===== config.mk =====
export PLATFORM = sky130hd
export DESIGN_NAME = elm_monitor
export DESIGN_NICKNAME = d
export VERILOG_FILES = /design/src/rtl/elm_pkg.sv /design/src/rtl/elm_monitor.sv /design/src/rtl/elm_loss_counter.sv /design/src/rtl/elm_ind_serial.sv
export SDC_FILE = /design/constraint.sdc
export NUM_CORES = 1
export LEC_CHECK = 0
export BUFFER_PORTS_ARGS = -buffer_cell sky130_fd_sc_hd__buf_4
export CAP_MARGIN = 20
export CORE_MARGIN = 3
export CORE_UTILIZATION = 40
export DETAILED_ROUTE_END_ITERATION = 8
export MAX_ROUTING_LAYER = met4
export PLACE_DENSITY = 0.67
export SYNTH_ARGS = -nofsm -noshare
export SYNTH_HDL_FRONTEND = slang
export SYNTH_HIERARCHICAL = 1
export SYNTH_SLANG_ARGS = --single-unit

===== constraint.sdc =====
create_clock -name clk -period 3.7 [get_ports clk]
set_clock_uncertainty 0.05 [all_clocks]
set_input_delay 0.74 -clock clk [delete_from_list [all_inputs] [get_ports clk]]
set_output_delay 0.74 -clock clk [all_outputs]
set_load 0.1 [all_outputs]

===== src/rtl/elm_pkg.sv =====
// constants and types for the e1 loss-of-signal alarm monitor
package elm_pkg;
  localparam int unsigned CLK_MHZ = 250;
  localparam int unsigned N_CHAN = 22;
  localparam int unsigned DECLARE_SHORT = 32;
  localparam int unsigned DECLARE_LONG = 2048;
  localparam int unsigned CLEAR_LEN = 32;
  localparam int unsigned CLEAR_MARKS = 4;
  localparam int unsigned ZERO_RUN_MAX = 16;
  localparam int unsigned AMI_EXZ = 15;
  localparam int unsigned HDB3_EXZ = 3;
  localparam int unsigned AIS_BLOCK = 512;
  localparam int unsigned AIS_ZEROS = 3;
  localparam int unsigned TX_PERIOD_0 = 16;
  localparam int unsigned TX_PERIOD_1 = 32;
  localparam int unsigned TX_PERIOD_2 = 64;
  localparam int unsigned TX_PERIOD_3 = 128;
  localparam int unsigned IND_DIV = 4;
  localparam int unsigned FLAG_LINE_LOSS = 0;
  localparam int unsigned FLAG_SYS_LOSS = 1;
  localparam int unsigned FLAG_TX_LOSS = 2;
  localparam int unsigned FLAG_LINE_EXZ = 2;
  localparam int unsigned FLAG_SYS_EXZ = 3;
  localparam int unsigned FLAG_RX_AIS = 6;
  localparam int unsigned FLAG_TX_AIS = 7;
  typedef enum logic [1:0] {
    ELM_RX_NRZ1 = 2'b00,
    ELM_RX_NRZ2 = 2'b01,
    ELM_RX_RZ2 = 2'b10,
    ELM_RX_SLICED = 2'b11
  } elm_rx_fmt_t;
  typedef enum logic [1:0] {
    ELM_TX_NRZ1 = 2'b00,
    ELM_TX_NRZ2 = 2'b01,
    ELM_TX_RZ2 = 2'b10
  } elm_tx_fmt_t;
endpackage


===== src/rtl/elm_monitor.sv =====
// per-channel loss, zero-run and ais alarm monitor for an e1 interface
`timescale 1ns/1ps
module elm_monitor #(
  parameter int unsigned NCH = elm_pkg::N_CHAN,
  parameter int unsigned LONG_N = elm_pkg::DECLARE_LONG
) (
  input wire logic clk,
  input wire logic sys_rst,
  input wire logic [7:0] loss_config,
  input wire logic [1:0] rx_format,
  input wire logic [1:0] tx_format,
  input wire logic rx_hdb3,
  input wire logic tx_hdb3,
  input wire logic rx_tick,
  input wire logic rx_mark,
  input wire logic [2:0] rx_amplitude,
  input wire logic rx_data_in,
  input wire logic rx_pos_in,
  input wire logic rx_neg_in,
  input wire logic rx_clock_in,
  input wire logic rx_sliced_pos,
  input wire logic rx_sliced_neg,
  input wire logic tx_tick,
  input wire logic tx_mark,
  input wire logic tx_out_tick,
  input wire logic [1:0] tx_out_amplitude,
  input wire logic ref_2m_clock,
  input wire logic loss_clock_select,
  input wire logic override_active,
  input wire logic override_data,
  input wire logic override_pos,
  input wire logic override_neg,
  input wire logic override_clock,
  input wire logic loss_edge_select,
  input wire logic tx_loss_edge_select,
  input wire logic ais_edge_select,
  input wire logic [7:0] flag_clear,
  input wire logic [7:0] flag_mask,
  input wire logic indication_clock_enable,
  input wire logic indication_clock_ctl,
  input wire logic [NCH-1:0] other_line_loss,
  output logic [7:0] loss_status,
  output logic [7:0] irq_flags,
  output logic irq_n,
  output logic rx_data_out,
  output logic rx_data_pos,
  output logic rx_data_neg,
  output logic rx_clock_out,
  output logic rx_multiplex_pin,
  output logic tx_multiplex_pin,
  output logic [4:0] error_events,
  output logic indication_clock,
  output logic line_signal_loss_o,
  output logic line_signal_loss_oe,
  output logic loss_serial_frame_o,
  output logic loss_serial_frame_oe
);
  localparam int unsigned DW = $clog2(LONG_N + 1);
  // channel field decode
  wire logic criteria_select = loss_config[7];
  wire logic [2:0] line_amplitude_threshold = loss_config[6:4];
  wire logic [1:0] tx_amplitude_threshold = loss_config[3:2];
  wire logic [1:0] tx_loss_period = loss_config[1:0];
  wire logic [DW-1:0] decl_len = criteria_select ? DW'(LONG_N) :
    DW'(elm_pkg::DECLARE_SHORT);
  // line side: low below q, high on a mark at q plus one 250 mv step or more
  wire logic line_low = rx_amplitude < line_amplitude_threshold;
  wire logic line_high = rx_mark &&
    ({1'b0, rx_amplitude} > {1'b0, line_amplitude_threshold});
  logic line_loss;
  elm_loss_counter #(.DECL_W(DW)) u_line (
    .clk(clk),
    .sys_rst(sys_rst),
    .bit_tick(rx_tick),
    .bit_low(line_low),
    .bit_high(line_high),
    .declare_len(decl_len),
    .loss(line_loss)
  );
  // system side only counted in dual-rail formats
  wire logic sys_dual = (tx_format == elm_pkg::ELM_TX_NRZ2) ||
    (tx_format == elm_pkg::ELM_TX_RZ2);
  logic sys_loss_raw;
  elm_loss_counter #(.DECL_W(DW)) u_sys (
    .clk(clk),
    .sys_rst(sys_rst),
    .bit_tick(tx_tick && sys_dual),
    .bit_low(!tx_mark),
    .bit_high(tx_mark),
    .declare_len(decl_len),
    .loss(sys_loss_raw)
  );
  wire logic sys_loss = sys_loss_raw && sys_dual;
  // transmit output: no valid pulse for the selected period
  function automatic logic [7:0] tx_period(input logic [1:0] sel);
    case (sel)
      2'b00: tx_period = 8'(elm_pkg::TX_PERIOD_0);
      2'b01: tx_period = 8'(elm_pkg::TX_PERIOD_1);
      2'b10: tx_period = 8'(elm_pkg::TX_PERIOD_2);
      default: tx_period = 8'(elm_pkg::TX_PERIOD_3);
    endcase
  endfunction
  logic [7:0] txl_cnt_r;
  logic tx_loss_r;
  // a floating shared line shows no pulse, so it counts as loss too
  wire logic tx_valid = tx_out_amplitude >= tx_amplitude_threshold &&
    tx_out_amplitude != 2'b00;
  always_ff @(posedge clk or posedge sys_rst) begin
    if (sys_rst) begin
      txl_cnt_r <= '0;
      tx_loss_r <= 1'b0;
    end else if (tx_out_tick) begin
      if (tx_valid) begin
        txl_cnt_r <= '0;
        tx_loss_r <= 1'b0;
      end else if (txl_cnt_r + 1'b1 >= tx_period(tx_loss_period)) begin
        tx_loss_r <= 1'b1;
      end else begin
        txl_cnt_r <= txl_cnt_r + 1'b1;
      end
    end
  end
  // excessive zero runs; ami limit when transmit is single rail
  function automatic logic [4:0] exz_limit(input logic hdb3);
    exz_limit = hdb3 ? 5'(elm_pkg::HDB3_EXZ) : 5'(elm_pkg::AMI_EXZ);
  endfunction
  wire logic tx_rule_hdb3 = tx_hdb3 &&
    (tx_format != elm_pkg::ELM_TX_NRZ1);
  logic [4:0] rz_r;
  logic [4:0] tz_r;
  logic rx_exz_r;
  logic tx_exz_r;
  wire logic rx_exz = rx_tick && !rx_mark && rz_r >= exz_limit(rx_hdb3);
  wire logic tx_exz = tx_tick && !tx_mark && tz_r >= exz_limit(tx_rule_hdb3);
  always_ff @(posedge clk or posedge sys_rst) begin
    if (sys_rst) begin
      rz_r <= '0;
      tz_r <= '0;
    end else begin
      if (rx_tick) begin
        rz_r <= rx_mark ? 5'h00 : (rx_exz ? rz_r : rz_r + 1'b1);
      end
      if (tx_tick) begin
        tz_r <= tx_mark ? 5'h00 : (tx_exz ? tz_r : tz_r + 1'b1);
      end
    end
  end
  // one pulse per zero run that crosses the limit
  always_ff @(posedge clk or posedge sys_rst) begin
    if (sys_rst) begin
      rx_exz_r <= 1'b0;
      tx_exz_r <= 1'b0;
    end else begin
      if (rx_tick) begin
        rx_exz_r <= rx_exz;
      end
      if (tx_tick) begin
        tx_exz_r <= tx_exz;
      end
    end
  end
  wire logic rx_exz_ev = rx_exz && !rx_exz_r;
  wire logic tx_exz_ev = tx_exz && !tx_exz_r;
  // ais: sparse zeros in 512-bit blocks, two blocks under g.775
  logic [9:0] ra_bits_r;
  logic [9:0] ta_bits_r;
  logic [1:0] ra_zero_r;
  logic [1:0] ta_zero_r;
  logic [1:0] ra_hist_r;
  logic [1:0] ta_hist_r;
  logic rx_ais_r;
  logic tx_ais_r;
  wire logic ra_end = rx_tick && ra_bits_r == 10'(elm_pkg::AIS_BLOCK - 1);
  wire logic ta_end = tx_tick && ta_bits_r == 10'(elm_pkg::AIS_BLOCK - 1);
  function automatic logic [1:0] zsat(input logic [1:0] z, input logic m);
    zsat = (m || z == 2'(elm_pkg::AIS_ZEROS)) ? z : z + 1'b1;
  endfunction
  wire logic [1:0] ra_znxt = zsat(ra_zero_r, rx_mark);
  wire logic [1:0] ta_znxt = zsat(ta_zero_r, tx_mark);
  wire logic ra_few = ra_znxt < 2'(elm_pkg::AIS_ZEROS);
  wire logic ta_few = ta_znxt < 2'(elm_pkg::AIS_ZEROS);
  // histories shift at block end; ais state follows criteria
  always_ff @(posedge clk or posedge sys_rst) begin
    if (sys_rst) begin
      ra_bits_r <= '0;
      ra_zero_r <= '0;
      ra_hist_r <= '0;
      rx_ais_r <= 1'b0;
    end else if (rx_tick) begin
      ra_bits_r <= ra_end ? 10'h000 : ra_bits_r + 1'b1;
      ra_zero_r <= ra_end ? 2'h0 : ra_znxt;
      if (ra_end) begin
        ra_hist_r <= {ra_hist_r[0], ra_few};
        if (criteria_select) begin
          rx_ais_r <= ra_few;
        end else if (ra_few && ra_hist_r[0]) begin
          rx_ais_r <= 1'b1;
        end else if (!ra_few && !ra_hist_r[0]) begin
          rx_ais_r <= 1'b0;
        end
      end
    end
  end
  always_ff @(posedge clk or posedge sys_rst) begin
    if (sys_rst) begin
      ta_bits_r <= '0;
      ta_zero_r <= '0;
      ta_hist_r <= '0;
      tx_ais_r <= 1'b0;
    end else if (tx_tick) begin
      ta_bits_r <= ta_end ? 10'h000 : ta_bits_r + 1'b1;
      ta_zero_r <= ta_end ? 2'h0 : ta_znxt;
      if (ta_end) begin
        ta_hist_r <= {ta_hist_r[0], ta_few};
        if (criteria_select) begin
          tx_ais_r <= ta_few;
        end else if (ta_few && ta_hist_r[0]) begin
          tx_ais_r <= 1'b1;
        end else if (!ta_few && !ta_hist_r[0]) begin
          tx_ais_r <= 1'b0;
        end
      end
    end
  end
  // status and edge-selected sticky flags; set beats clear
  logic [7:0] status_r;
  logic [7:0] flag_r;
  wire logic [7:0] status_nxt = {tx_ais_r, rx_ais_r, 3'b000, tx_loss_r,
    sys_loss, line_loss};
  wire logic [7:0] edge_sel = {ais_edge_select, ais_edge_select, 3'b000,
    tx_loss_edge_select, loss_edge_select, loss_edge_select};
  wire logic [7:0] status_ev = (status_nxt & ~status_r) |
    (edge_sel & (status_nxt ^ status_r));
  // loss and ais flags follow their status events;
  // exz flags sit in a register of their own
  wire logic [7:0] flag_set = status_ev;
  logic [7:0] exz_flag_r;
  always_ff @(posedge clk or posedge sys_rst) begin
    if (sys_rst) begin
      status_r <= '0;
      flag_r <= '0;
      exz_flag_r <= '0;
    end else begin
      status_r <= status_nxt;
      flag_r <= (flag_r & ~flag_clear) | flag_set;
      exz_flag_r <= (exz_flag_r & ~flag_clear) |
        ({4'h0, tx_exz_ev, rx_exz_ev, 2'b00});
    end
  end
  assign loss_status = status_r;
  assign irq_flags = flag_r;
  // shared interrupt across both flag groups
  assign irq_n = !(|((flag_r | exz_flag_r) & ~flag_mask));
  // receive output forcing during line loss
  wire logic sliced = rx_format == elm_pkg::ELM_RX_SLICED;
  wire logic force_rx = line_loss && !override_active;
  wire logic loss_clk = loss_clock_select ? 1'b1 : ref_2m_clock;
  logic [3:0] rxo_r;
  always_ff @(posedge clk or posedge sys_rst) begin
    if (sys_rst) begin
      rxo_r <= '0;
    end else if (override_active) begin
      rxo_r <= {override_data, override_pos, override_neg,
        override_clock};
    end else if (force_rx) begin
      rxo_r <= {1'b0, sliced & rx_sliced_pos, sliced & rx_sliced_neg,
        loss_clk};
    end else begin
      rxo_r <= {rx_data_in, rx_pos_in, rx_neg_in, rx_clock_in};
    end
  end
  assign rx_data_out = rxo_r[3];
  assign rx_data_pos = rxo_r[2];
  assign rx_data_neg = rxo_r[1];
  assign rx_clock_out = rxo_r[0];
  // events to counter and multiplex indication
  assign error_events = {tx_loss_r, sys_loss, line_loss, tx_exz_ev,
    rx_exz_ev};
  assign rx_multiplex_pin = line_loss || rx_exz_ev;
  assign tx_multiplex_pin = sys_loss || tx_loss_r || tx_exz_ev;
  // serial indication: this channel in slot 0, others from peers
  wire logic [NCH-1:0] all_loss = {other_line_loss[NCH-1:1], line_loss};
  elm_ind_serial #(.NCH(NCH), .DIV(elm_pkg::IND_DIV)) u_ind (
    .clk(clk),
    .sys_rst(sys_rst),
    .indication_clock_enable(indication_clock_enable),
    .indication_clock_ctl(indication_clock_ctl),
    .line_loss_all(all_loss),
    .indication_clock(indication_clock),
    .line_signal_loss_o(line_signal_loss_o),
    .line_signal_loss_oe(line_signal_loss_oe),
    .loss_serial_frame_o(loss_serial_frame_o),
    .loss_serial_frame_oe(loss_serial_frame_oe)
  );
endmodule


===== src/rtl/elm_loss_counter.sv =====
// declare/clear interval counter for one loss detector
`timescale 1ns/1ps
module elm_loss_counter #(
  parameter int unsigned DECL_W = 12
) (
  input wire logic clk,
  input wire logic sys_rst,
  input wire logic bit_tick,
  input wire logic bit_low,
  input wire logic bit_high,
  input wire logic [DECL_W-1:0] declare_len,
  output logic loss
);
  logic loss_r;
  logic [DECL_W-1:0] low_r;
  logic [5:0] clr_r;
  logic [5:0] marks_r;
  logic [4:0] zrun_r;
  wire logic decl_hit = bit_low && (low_r + 1'b1 >= declare_len);
  wire logic clr_go = (clr_r != 6'h00) || bit_high;
  wire logic run_ok = bit_high || (zrun_r + 1'b1 < 5'(elm_pkg::ZERO_RUN_MAX));
  wire logic [5:0] marks_nxt = marks_r + 6'(bit_high);
  wire logic clr_end = clr_r + 1'b1 == 6'(elm_pkg::CLEAR_LEN);
  wire logic clr_done = clr_end && (marks_nxt >= 6'(elm_pkg::CLEAR_MARKS));
  assign loss = loss_r;
  // declare: run of low intervals; restart on break
  always_ff @(posedge clk or posedge sys_rst) begin
    if (sys_rst) begin
      low_r <= '0;
    end else if (bit_tick) begin
      low_r <= bit_low ? (decl_hit ? '0 : low_r + 1'b1) : '0;
    end
  end
  // window starts on a mark; a sparse one still closes at 32, no wrap
  always_ff @(posedge clk or posedge sys_rst) begin
    if (sys_rst) begin
      clr_r <= '0;
      marks_r <= '0;
      zrun_r <= '0;
    end else if (bit_tick) begin
      if (!loss_r || !clr_go || !run_ok || clr_end) begin
        clr_r <= '0;
        marks_r <= '0;
        zrun_r <= '0;
      end else begin
        clr_r <= clr_r + 1'b1;
        marks_r <= marks_nxt;
        zrun_r <= bit_high ? 5'h00 : zrun_r + 1'b1;
      end
    end
  end
  // loss state
  always_ff @(posedge clk or posedge sys_rst) begin
    if (sys_rst) begin
      loss_r <= 1'b0;
    end else if (bit_tick) begin
      if (!loss_r && decl_hit) begin
        loss_r <= 1'b1;
      end else if (loss_r && clr_go && run_ok && clr_done) begin
        loss_r <= 1'b0;
      end
    end
  end
endmodule


===== src/rtl/elm_ind_serial.sv =====
// serial all-channel line-loss indication with frame pin
`timescale 1ns/1ps
module elm_ind_serial #(
  parameter int unsigned NCH = 22,
  parameter int unsigned DIV = 4
) (
  input wire logic clk,
  input wire logic sys_rst,
  input wire logic indication_clock_enable,
  input wire logic indication_clock_ctl,
  input wire logic [NCH-1:0] line_loss_all,
  output logic indication_clock,
  output logic line_signal_loss_o,
  output logic line_signal_loss_oe,
  output logic loss_serial_frame_o,
  output logic loss_serial_frame_oe
);
  logic [7:0] div_r;
  logic clk_r;
  logic [4:0] slot_r;
  logic ser_r;
  logic frm_r;
  wire logic run = indication_clock_enable && indication_clock_ctl;
  wire logic rise = run && !clk_r && (div_r == 8'(DIV/2 - 1));
  wire logic fall = run && clk_r && (div_r == 8'(DIV/2 - 1));
  wire logic [4:0] slot_nxt = (slot_r == 5'(NCH-1)) ? 5'h00 : slot_r + 1'b1;
  assign indication_clock = clk_r;
  assign line_signal_loss_o = ser_r;
  assign loss_serial_frame_o = frm_r;
  assign line_signal_loss_oe = run;
  assign loss_serial_frame_oe = run;
  // clock divider; stops low when disabled
  always_ff @(posedge clk or posedge sys_rst) begin
    if (sys_rst) begin
      div_r <= '0;
      clk_r <= 1'b0;
    end else if (!run) begin
      div_r <= '0;
      clk_r <= 1'b0;
    end else if (rise || fall) begin
      div_r <= '0;
      clk_r <= !clk_r;
    end else begin
      div_r <= div_r + 1'b1;
    end
  end
  // pins change with the rising edge of the output clock
  always_ff @(posedge clk or posedge sys_rst) begin
    if (sys_rst) begin
      slot_r <= 5'(NCH-1);
      ser_r <= 1'b0;
      frm_r <= 1'b0;
    end else if (rise) begin
      slot_r <= slot_nxt;
      ser_r <= line_loss_all[slot_nxt];
      frm_r <= (slot_nxt == 5'h00);
    end
  end
endmodule


Word level (Yosys, flattened, before mapping) --
Index checks and enable logic that the tools add are counted.
Word-level totals: logic and storage cells 240, bits of input ports 82, memories 0, bits in latches 0, bits in read-only memories 0, RAM bits 0, output and inout port bits 33, bits in registers 150
Operators by class: order comparisons 15, add/subtract/negate cells 17, div/mod/pow operators 0, multiplexer cells 52, bitwise logic cells 15, reductions and logical operators 91, equal/unequal tests 17, multiply operators 0, shift operators 0
Operators with widths (number):
- $mux W12 | 5
- $mux W8 | 6
- $mux W5 | 9
- $and A8 B8 Y8 | 5
- $logic_and A1 B1 Y1 | 35
- $add A5 B1 Y5 const B | 5
- $add A12 B1 Y12 const B | 2
- $ge A12 B12 Y1 | 2
- $mux W6 | 4
- $not A8 Y8 | 3
- $or A8 B8 Y8 | 3
- $pmux W8 S3 | 1
- $add A10 B1 Y10 const B | 2
- $eq A10 B9 Y1 const B | 2
- $mux W10 | 2
- $logic_not A1 Y1 | 17
- $logic_or A1 B1 Y1 | 17
- $add A8 B1 Y8 const B | 2
- $mux W1 | 16
- $mux W4 | 4
- $reduce_and A2 Y1 | 8
- $add A6 B1 Y6 | 2
- $add A6 B1 Y6 const B | 2
- $eq A6 B6 Y1 const B | 2
- 27 further kinds | 51

Logic depth before layout (Yosys ltp) --
Gate-level depths: netlist of the first run.
word-level depth 9, mapped depth 12, gate-level depth less buffers 12

By module --
Netlist of the first run, hierarchy kept.
Modules (own cells, without submodules):
- elm_loss_counter | instances 2, cells each 217, seq. area each 750.7 um^2, area each 2049.5 um^2
- elm_monitor | instances 1, cells each 409, seq. area each 1851.8 um^2, area each 4062.6 um^2
- elm_ind_serial | instances 1, cells each 120, seq. area each 404.1 um^2, area each 1127.3 um^2

Worst setup path after synthesis of the first run --
OpenSTA, ideal clock, no wires.
path kind flip-flop to output port, from register flag_r[6] (netlist: irq_flags[6]), to output irq_n, required time 2.910 ns, arrival 3.258 ns, path slack -0.348 ns, cell stages (with the launch flop) 5, buffers on the path 0, cell sequence dfrtp_1 nor2_1 o22a_1 o221ai_1 nor3_1
On the way: longest elaborated chain between the ends 4
RTL lines:
- start, declared | RTL line elm_monitor.sv:227 | logic [7:0] flag_r;
- start signal, assigned | RTL line elm_monitor.sv:245 | flag_r <= (flag_r & ~flag_clear) | flag_set;
- $or A8 B8 Y8 | RTL line elm_monitor.sv:253 | assign irq_n = !(|((flag_r | exz_flag_r) & ~flag_mask));
- $and A8 B8 Y8 | RTL line elm_monitor.sv:253
- $reduce_or A8 Y1 | RTL line elm_monitor.sv:253
- $logic_not A1 Y1 | RTL line elm_monitor.sv:253
- end, declared | RTL line elm_monitor.sv:44 | output logic irq_n,
No other way between the ends.

Final worst setup path of the first run --
from input tx_format[0], to output tx_multiplex_pin
On the way: longest elaborated chain between the ends 7, elaborated cells between the ends (all ways) 12, those cells by class order compare: 1; eq/ne: 2; mux: 1; reduce/logical: 8
RTL lines:
- start, declared | RTL line elm_monitor.sv:11 | input wire logic [1:0] tx_format,
- $reduce_bool A2 Y1 | RTL line elm_monitor.sv:128 | (tx_format != elm_pkg::ELM_TX_NRZ1);
- $logic_and A1 B1 Y1 | RTL line elm_monitor.sv:127 | wire logic tx_rule_hdb3 = tx_hdb3 &&
- $mux W4 | RTL line elm_monitor.sv:125 | exz_limit = hdb3 ? 5'(elm_pkg::HDB3_EXZ) : 5'(elm_pkg::AMI_EXZ);
- $ge A5 B4 Y1 | RTL line elm_monitor.sv:134 | wire logic tx_exz = tx_tick && !tx_mark && tz_r >= exz_limit(tx_rule_hdb3);
- $logic_and A1 B1 Y1 | RTL line elm_monitor.sv:134
- $logic_and A1 B1 Y1 | RTL line elm_monitor.sv:163 | wire logic tx_exz_ev = tx_exz && !tx_exz_r;
- $logic_or A1 B1 Y1 * | RTL line elm_monitor.sv:280 | assign tx_multiplex_pin = sys_loss || tx_loss_r || tx_exz_ev;
- end, declared | RTL line elm_monitor.sv:50 | output logic tx_multiplex_pin,
Mark *: on every way between the ends. The rest lies on a longest branch, timed or not.

==> impl_metrics.ini, run 1 <==
[route]
drc = 0
wl_per_cell_um = 13.6
drt_first_pass_iters = 6
drtIter0Drc = 450
routed_wl_mm = 18.9
num_vias = 7303
ant_nets = 0
vias_per_cell = 5.26

[global_routing]
busiest_layer = met2
grt_use_met3_pct = 2.83
grt_max_degree = 54
gr-usage-met1_pct = 20.3
grt_pass1_wl_mm = 31.6
global_route.usage.met2_pct = 25.0
gr-total-overflow = 0
grt_pass1_vias = 6812
antenna_found_initial = 0
grt_usage_pct = 15.5

[timing]
max_slew_margin_pct = 39.9
drv_slew = 0
layout_setup_ws_ns = 0.330
rsz0062_at_grt = no
period_share_pct = 91.1
finalSetupViolCount = 0
fin_tns_setup_ns = 0
worst_pin_slew_ns = 0.901
period_minus_slack_ns = 3.37
fmax_mhz = 297
hold_viol_final = 0
hold_ws_ns = 0.261

[placement]
io_buffers = 110
dp_hpwl_mm = 13.8
dpl_worst_slack_ns = 0.308
dp.cells = 1357
place_area_um2 = 10400
gp_congestion = 0.829

[clock_network]
cts_buffer_depth = 2
cts_num_sinks = 150
post-cts-setup-buffer-count = 0
cts_buffers = 17
cts_tree = yes
htreeDepth = 4
cts.repair.resized = 0
path_clk_slew_ns = 0.06
clock_latency_ns = 0.42
ctsHoldBuffers = 0
clockRootBuffer = clkbuf_16

[synth]
ys_seq_area_share_pct = 40.4
async_reset_ff_share_pct = 100
synth_ff_type = dfrtp_1
ys_types = 88
synth_edf_count = 0
syn_avg_cell_area_um2 = 9.65
netlist_area_um2 = 9290
ys_ff_latch = 150
syn_inst = 963
ys_warn_count = 6

[min_path]
hold_class = input port to async pin

[setup_path]
required_ns = 2.91
crit_type = input port to output port
r2r_end = u_line/low_r[8]$_DFFE_PP0P_
worst-r2r-setup-slack_ns = 0.53
crit_arrival_ns = 2.58
crit_path_end_kind = output port
ff2ff_path_depth = 11
crit_fanout = 8
startpoint_type = input port
r2r-start = u_line/low_r[1]$_DFFE_PP0P_

[power]
p_per_area_nw_per_um2 = 477
fin_total_pwr_mw = 5.22
leakagePower_nw = 5.13
irDropWorstVdd_uv = 342

[layout]
num_antenna_cells = 0
seqCellArea_um2 = 3760
fin_nets = 1240
layout_common_cells = dfrtp_1 (147), buf_4 (118), inv_1 (109)
final_cell_area_um2 = 10900
multi_input_area_um2 = 4980
drive_above_1_share_pct = 17.8
nFillCells = 2122
instances_no_fill = 1389
area_growth_syn_to_layout_pct = 17.9
finalCoreUtilization_pct = 48.2
final_common_cell = dfrtp_1

[floorplanning]
initial_core_util_pct = 40.9
dieHeight_um = 158
core_um2 = 22700
num_rows = 55
ios = 115
dieArea_um2 = 25100
die_x_um = 158

[outcome]
status = completed

[flow_run]
drv_cap = 0
==> critical path, stage by stage <==
cell and delay, ns:
buf_4 0.11, inv_1 0.04, ha_1 0.13, nor2b_1 0.06
ha_1 0.29, a21o_1 0.13, a21boi_2 0.11, or4b_1 0.58
nand2_1 0.10, buf_4 0.29
==> routing by layer <==
layer / wire length (um) / part of all wire, %
met1: 9150 / 48
met5: 0 / 0
met2: 8780 / 46
met3: 768 / 4.1
met4: 216 / 1.1
==> how the worst max path moves through the flow <==
| stage | startpoint | to | slack (ns) | cells past startpoint |
|---|---|---|---|---|
| after floorplan | tx_format[0] | tx_multiplex_pin | 0.27 | 8 |
| after global placement | tx_format[0] | tx_multiplex_pin | 0.30 | 10 |
| after detailed placement | tx_format[0] | tx_multiplex_pin | 0.31 | 10 |
| after CTS | tx_format[0] | tx_multiplex_pin | 0.30 | 10 |
| after global routing | tx_format[0] | tx_multiplex_pin | 0.21 | 10 |
| final | tx_format[0] | tx_multiplex_pin | 0.33 | 10 |
==> cell type report <==
class                           count  area share, %
Sequential cell                   150           34.3
Timing Repair Buffer              118           8.09
Clock inverter                      5          0.457
Clock buffer                       27           4.50
Multi-Input combinational cell    692           45.5
Inverter                          112           3.85
Tap cell                          285           3.26
==> registers in the layout (all words and copies together), names as in the netlist, 4 cells and up <==
name / count
u_line/low_r: 12
u_sys/low_r: 12
ra_bits_r: 10
ta_bits_r: 10
exz_flag_r: 8
irq_flags: 8
txl_cnt_r: 8
u_ind/div_r: 8
u_line/clr_r: 6
u_line/marks_r: 6
u_sys/clr_r: 6
u_sys/marks_r: 6
loss_status: 5
rz_r: 5
tz_r: 5
u_ind/slot_r: 5
u_line/zrun_r: 5
u_sys/zrun_r: 5
rxo_r: 4
==> kinds of logic after synthesis <==
logic type	after synthesis	synth area share (%)
AND/OR/NAND/NOR	328	19.7
flip-flops	150	40.4
adder cells (fa/ha/maj)	67	9.02
AO/OA/AOI/OAI	197	16.1
other	1	0.0404
buffers and inverters	143	6.84
XOR/XNOR	49	4.62
multiplexers	28	3.27
==> synthesized netlist by cell type (all sizes together), types with 9 or more instances <==
| library cell | count | area share (%) |
|---|---|---|
| or3 | 10 | 0.78 |
| o221ai | 11 | 1.0 |
| mux2i | 18 | 1.9 |
| ha | 67 | 9.0 |
| buf | 16 | 1.5 |
| mux2 | 9 | 1.1 |
| o22ai | 15 | 1.0 |
| xnor2 | 28 | 2.6 |
| clkbuf | 15 | 0.82 |
| a22o | 20 | 1.9 |
| a21o | 10 | 0.81 |
| and3 | 12 | 0.82 |
| inv | 111 | 4.5 |
| o2bb2ai | 10 | 0.94 |
| a21oi | 29 | 1.6 |
| dfrtp | 147 | 40 |
| nor2b | 17 | 1.1 |
| nand4 | 20 | 1.5 |
| nor3 | 16 | 0.98 |
| nand3 | 43 | 2.6 |
| xor2 | 21 | 2.0 |
| nand2 | 80 | 3.2 |
| nor2 | 70 | 2.8 |
| nand2b | 15 | 1.2 |
| nor4 | 9 | 1.1 |
| o21ai | 30 | 1.6 |
==> where the power goes <==
part           leakage, nW  switching, mW  total [mW]  internal, mW
sequential            2.02          0.276        2.13          1.86
clock                0.269          0.622        1.60         0.974
combinational         2.84          0.893        1.49         0.597
total                 5.13           1.79        5.22          3.43
(Power assumes the default switching activity.)
==> inputs of run 2 (changes only) <==
--- a/config.mk
+++ b/config.mk
@@ -7,6 +7,7 @@
 export LEC_CHECK = 0
 export BUFFER_PORTS_ARGS = -buffer_cell sky130_fd_sc_hd__buf_4
 export CAP_MARGIN = 20
+export CORE_ASPECT_RATIO = 1.5
 export CORE_MARGIN = 3
 export CORE_UTILIZATION = 40
 export DETAILED_ROUTE_END_ITERATION = 8
==> constraint.sdc (replaced) <==
create_clock -name clk -period 3.7 [get_ports clk]
set_clock_uncertainty 0.05 [all_clocks]
set_input_delay 0.74 -clock clk [delete_from_list [all_inputs] [get_ports clk]]
set_output_delay 0.74 -clock clk [all_outputs]
set_load 0.005 [all_outputs]
==> run 2 against run 1 <==
Global-route usage grew 0.92 points. Hold slack gained 0.11 ns. Utilization up 0.50 points. Total power about the same. Highest routed layer unchanged. Wire length increased by 3.9%. Worst setup slack gained 0.17 ns. Register-to-register slack worse by 0.03 ns.
==> impl_metrics.ini, run 2 (synthesis gave the netlist of run 1 again) <==
[placement]
dp_hpwl_mm = 14.4
io_buffers = 110
dp.cells = 1348
gp_congestion = 0.816
place_area_um2 = 10400

[global_routing]
grt_pass1_wl_mm = 33.1
grt_pass1_vias = 7294
grt_max_degree = 47
gr-total-overflow = 0
grt_usage_pct = 16.5
antenna_found_initial = 0

[clock_network]
clockRootBuffer = clkbuf_16
cts_tree = yes
cts_buffer_depth = 2
clock_latency_ns = 0.42
cts_num_sinks = 150
htreeDepth = 4
cts_buffers = 17
path_clk_slew_ns = 0.06
cts.repair.resized = 0
post-cts-setup-buffer-count = 0
ctsHoldBuffers = 0

[route]
num_vias = 7395
routed_wl_mm = 19.6
drt_first_pass_iters = 4
wl_per_cell_um = 14.2
vias_per_cell = 5.36
drc = 0
ant_nets = 0
drtIter0Drc = 292

[min_path]
hp-start = rx_ais_r$_DFFE_PP0P_
hold_end = loss_status[6]$_DFF_PP0_
hold_class = flip-flop to flip-flop
whs_path_depth = 0

[outcome]
status = completed

[power]
p_comb_share_pct = 23.4
clock_power_share_pct = 35.7
seqPwrFrac_pct = 40.8
irDropWorstVdd_uv = 318
p_sw_share_pct = 30.9
fin_total_pwr_mw = 5.22
leakagePower_nw = 5.17
p_per_area_nw_per_um2 = 474
p_int_mw = 3.61
switching_power_mw = 1.62

[layout]
drive_above_1_share_pct = 18.2
finalCoreUtilization_pct = 48.7
largestRegisters = u_line/low_r (12), u_sys/low_r (12)
fin_nets = 1240
layout_common_cells = dfrtp_1 (147), buf_4 (118), inv_1 (109)
instances_no_fill = 1380
final_common_cell = dfrtp_1
final_cell_area_um2 = 11000
area_growth_syn_to_layout_pct = 18.7
num_antenna_cells = 0

[timing]
hold_viol_final = 0
rsz0062_at_grt = no
drv_slew = 0
period_minus_slack_ns = 3.20
finalSetupViolCount = 0
period_share_pct = 86.6
worst_pin_slew_ns = 0.772
fin_tns_setup_ns = 0
max_slew_margin_pct = 48.5
fmax_mhz = 312

[setup_path]
r2r-start = u_line/low_r[1]$_DFFE_PP0P_
cp_top_family = simple AND/OR/NAND/NOR gates
crit_path_end_kind = flip-flop
crit_slowest_cell = a221oi_2
required_ns = 4.01
ff2ff_path_depth = 11
startpoint_type = flip-flop
r2r_end = u_line/low_r[6]$_DFFE_PP0P_
slowest_delay_ns = 0.48
worst-r2r-setup-slack_ns = 0.50
crit_fanout = 9
crit_arrival_ns = 3.51
crit_buf_inv = 0
crit_chain = ha_1, nand3_1, nor2_1, nand2_1, xnor2_1, ha_1, nand2_1, o21ai_0, a221oi_2, and3b_1, a22o_1
crit_type = flip-flop to flip-flop

[flow_run]
drv_cap = 0

[floorplanning]
initial_core_util_pct = 41.0
die_x_um = 130
core_um2 = 22600
num_rows = 67
dieHeight_um = 193
ios = 115
dieArea_um2 = 25100
==> run 2: cell types whose count changed in the layout (fill, tap and decap cells not counted) <==
cell        delta
clkbuf_8       -2
clkinv_4       +3
clkinv_2       -3
clkbuf_1       -6
nor3_1         +1
nor3_2         -1
inv_6          +4
bufinv_16      +3
clkinvlp_4     +1
==> run 2: routing by layer <==
| metal | track usage, % | vias to the layer above | wire length, um |
|---|---|---|---|
| li1 | - | 3673 | - |
| met4 | 5.34 | 0 | 357 |
| met2 | 29.3 | 125 | 10100 |
| met5 | - | - | 0 |
| met1 | 18.3 | 3571 | 8290 |
| met3 | 3.24 | 26 | 900 |
==> run 2: worst reg2reg max path: stages, from the launching register on <==
cell and delay (ns):
dfrtp_1 0.43, ha_1 0.28, nand3_1 0.18, nor2_1 0.21, nand2_1 0.10, xnor2_1 0.21, ha_1 0.27, nand2_1 0.13
o21ai_0 0.14, a221oi_2 0.48, and3b_1 0.47, a22o_1 0.20
==> run 2: final cells by class <==
class	count	area (um2)
multi-input combinational	692	4980
fill	2061	11600
timing repair buffer	118	886
tap	276	345
inverter	112	422
sequential	150	3760
clock buffer	19	443
clock inverter	13	194
==> run 2: worst max-delay path by stage <==
stage	from	to	slack, ns	cells after the start
3_5_place_dp	loss_config[5]	u_line/clr_r[3]$_DFFE_PP0P_	0.47	12
3_3_place_gp	loss_config[5]	u_line/marks_r[3]$_DFFE_PP0P_	0.54	12
2_1_floorplan	tx_format[0]	error_events[1]	0.78	9
6_report	u_line/low_r[1]$_DFFE_PP0P_	u_line/low_r[6]$_DFFE_PP0P_	0.50	11
5_1_grt	u_line/low_r[1]$_DFFE_PP0P_	u_line/low_r[6]$_DFFE_PP0P_	0.25	9
4_1_cts	u_line/low_r[1]$_DFFE_PP0P_	u_line/low_r[6]$_DFFE_PP0P_	0.52	11
==> run 2: per-stage QoR <==
stage	worst slack, ns	hold slack, ns
after floorplan	0.785	0.328
after global placement	0.545	0.358
after detailed placement	0.474	0.364
after CTS	0.519	0.376
after global routing	0.250	0.405
final	0.495	0.374
==> run 2: power groups by stage <==
stage               clock network (mW)  logic (mW)  registers (mW)
finish                            1.87        1.22            2.13
global route                      1.98        1.41            2.18
CTS                               1.91        1.24            2.13
detailed placement                   0        1.23            2.16
global placement                     0        1.19            2.15
floorplan                            0       0.965            2.07
==> inputs of run 3 (changes only) <==
--- a/config.mk
+++ b/config.mk
@@ -15,5 +15,4 @@
 export PLACE_DENSITY = 0.67
 export SYNTH_ARGS = -nofsm -noshare
 export SYNTH_HDL_FRONTEND = slang
-export SYNTH_HIERARCHICAL = 1
 export SYNTH_SLANG_ARGS = --single-unit
==> run 3 against run 2 <==
Sequential cell count stayed put. Total power grew 1.2%. Synthesized cell count fell by 3.1%. Critical path type is now input port to output port. Largest cell class unchanged.
==> impl_metrics.ini, run 3 <==
[placement]
dp_hpwl_mm = 13.4
gp_congestion = 0.832
io_buffers = 110
place_area_um2 = 9820

[global_routing]
antenna_found_initial = 0
grt_max_degree = 151
grt_pass1_vias = 6883
grt_usage_pct = 16.7
grt_pass1_wl_mm = 32.2
gr-total-overflow = 0

[synth]
yosysMostFrequentCell = dfrtp_1
yosys-top-cells-count = dfrtp_1 (147), nor2_1 (87), nand2_1 (74)
ys_warn_count = 0
syn_avg_cell_area_um2 = 9.37
ys_seq_area_share_pct = 43.0
synth_edf_count = 0
syn_inst = 933
ys_ff_latch = 150
netlist_area_um2 = 8750
synth.area.top_cells = dfrtp_1 (42%), ha_1 (6.9%), nor2_1 (3.7%), nand2_1 (3.2%), o21ai_0 (3.1%)
ys_types = 73
synth_top_area_cell = dfrtp_1
synth.top_cell.area_share_pct = 42.1
async_reset_ff_share_pct = 100
synth_ff_type = dfrtp_1

[min_path]
hp-start = rx_ais_r$_DFFE_PP0P_
hold_class = flip-flop to flip-flop

[clock_network]
htreeDepth = 4
post-cts-setup-buffer-count = 0
path_clk_slew_ns = 0.06
cts_buffer_depth = 2
cts.repair.resized = 0
cts_tree = yes
cts_buffers = 17
clock_latency_ns = 0.43
ctsHoldBuffers = 0
clockRootBuffer = clkbuf_16
cts_num_sinks = 150

[floorplanning]
dieArea_um2 = 23700
ios = 115
num_rows = 65
dieHeight_um = 187
initial_core_util_pct = 41.2
die_x_um = 127
core_um2 = 21200

[setup_path]
crit_type = input port to output port
crit_fanout = 3
slowest_delay_ns = 0.32
startpoint_type = input port
r2r-start = u_sys.low_r[2]$_DFFE_PP0P_
crit_path_end_kind = output port
required_ns = 2.91
crit_slowest_cell = or3_1
crit_chain = buf_4, inv_1, ha_1, nor2b_1, ha_1, a21o_1, a211oi_1, nor4b_1, or3_1, buf_4
critPathLaunch = tx_format[0]
crit_arrival_ns = 2.49

[layout]
fin_nets = 1164
num_antenna_cells = 0
final_cell_area_um2 = 10400
nFillCells = 1972
drive_above_1_share_pct = 18.1
layout_common_cells = dfrtp_1 (147), buf_4 (123), nor2_1 (87)
area_growth_syn_to_layout_pct = 18.8
largestRegisters = u_line.low_r (12), u_sys.low_r (12)
final_common_cell = dfrtp_1

[timing]
fmax_mhz = 305
worst_pin_slew_ns = 0.785
max_slew_margin_pct = 47.0
finalSetupViolCount = 0
drv_slew = 0
rsz0062_at_grt = no
period_share_pct = 88.7
fin_tns_setup_ns = 0
period_minus_slack_ns = 3.28
hold_viol_final = 0

[route]
vias_per_cell = 5.44
drt_first_pass_iters = 4
drc = 0
ant_nets = 0
num_vias = 7157
wl_per_cell_um = 14.5
drtIter0Drc = 382
routed_wl_mm = 19.1

[outcome]
status = completed

[flow_run]
drv_cap = 0

[power]
irDropWorstVdd_uv = 274
leakagePower_nw = 4.97
p_per_area_nw_per_um2 = 509
==> run 3: kinds of logic after synthesis <==
kind of cell             after synthesis  synth area share (%)
AND/OR/NAND/NOR                      350                  20.4
AO/OA/AOI/OAI                        226                  18.6
flip-flops                           150                  43.0
buffers and inverters                101                  4.92
adder cells (fa/ha/maj)               48                  6.87
XOR/XNOR                              37                  3.71
multiplexers                          20                  2.46
other                                  1                0.0429
==> run 3: worst max-delay path: cells and delay by family <==
| kind | cells | cell delay [ns] |
|---|---|---|
| adders and majority gates | 2 | 0.43 |
| and+or+nand+nor | 3 | 0.64 |
| buffers and inverters | 3 | 0.24 |
| AOI/OAI and AO/OA | 2 | 0.43 |
==> run 3: stage by stage <==
stage	util, %	hold WS, ns	setup slack, ns	std cells	power [mW]
2_1_floorplan	-	0.349	0.365	935	3.17
5_1_grt	48.9	0.392	0.211	1315	5.65
4_1_cts	48.9	0.385	0.301	1315	5.36
3_5_place_dp	46.3	0.369	0.310	1283	3.63
6_report	48.9	0.381	0.417	1315	5.29
3_3_place_gp	46.3	0.369	0.334	1283	3.59
==> run 3: final cells by class <==
cell class	count	area [um2]	area share, %
Clock buffer	17	425	4.09
Sequential cell	150	3760	36.2
Tap cell	268	335	3.23
Clock inverter	15	144	1.39
Multi-Input combinational cell	684	4570	43.9
Inverter	57	218	2.10
Timing Repair Buffer	124	943	9.08
==> run 3: layer usage <==
metal  track usage, %  up-vias  share of wire [%]
met5                -        -                  0
met4             4.83        0                1.5
met3             3.66       20                4.5
met2             28.6      139                 51
met1             19.7     3440                 43
li1                 -     3558                  -
==> run 3: where the power goes <==
| group | internal [mW] | total (mW) | switching (mW) |
|---|---|---|---|
| sequential | 1.92 | 2.24 | 0.324 |
| combinational | 0.651 | 1.35 | 0.704 |
| clock | 0.941 | 1.69 | 0.749 |
| total | 3.51 | 5.29 | 1.78 |
==> run 3: worst paths after layout <==
kind / cells after the start / slack [ns] / to
min reg2reg: 0 / 0.38 / loss_status[6]$_DFF_PP0_
min in group asynchronous: 3 / 0.51 / irq_flags[3]$_DFF_PP0_
max: 10 / 0.42 / tx_multiplex_pin
max in group asynchronous: 3 / 2.54 / u_line.low_r[2]$_DFFE_PP0P_
max reg2reg: 10 / 0.53 / u_sys.low_r[6]$_DFFE_PP0P_
min: 0 / 0.38 / loss_status[6]$_DFF_PP0_
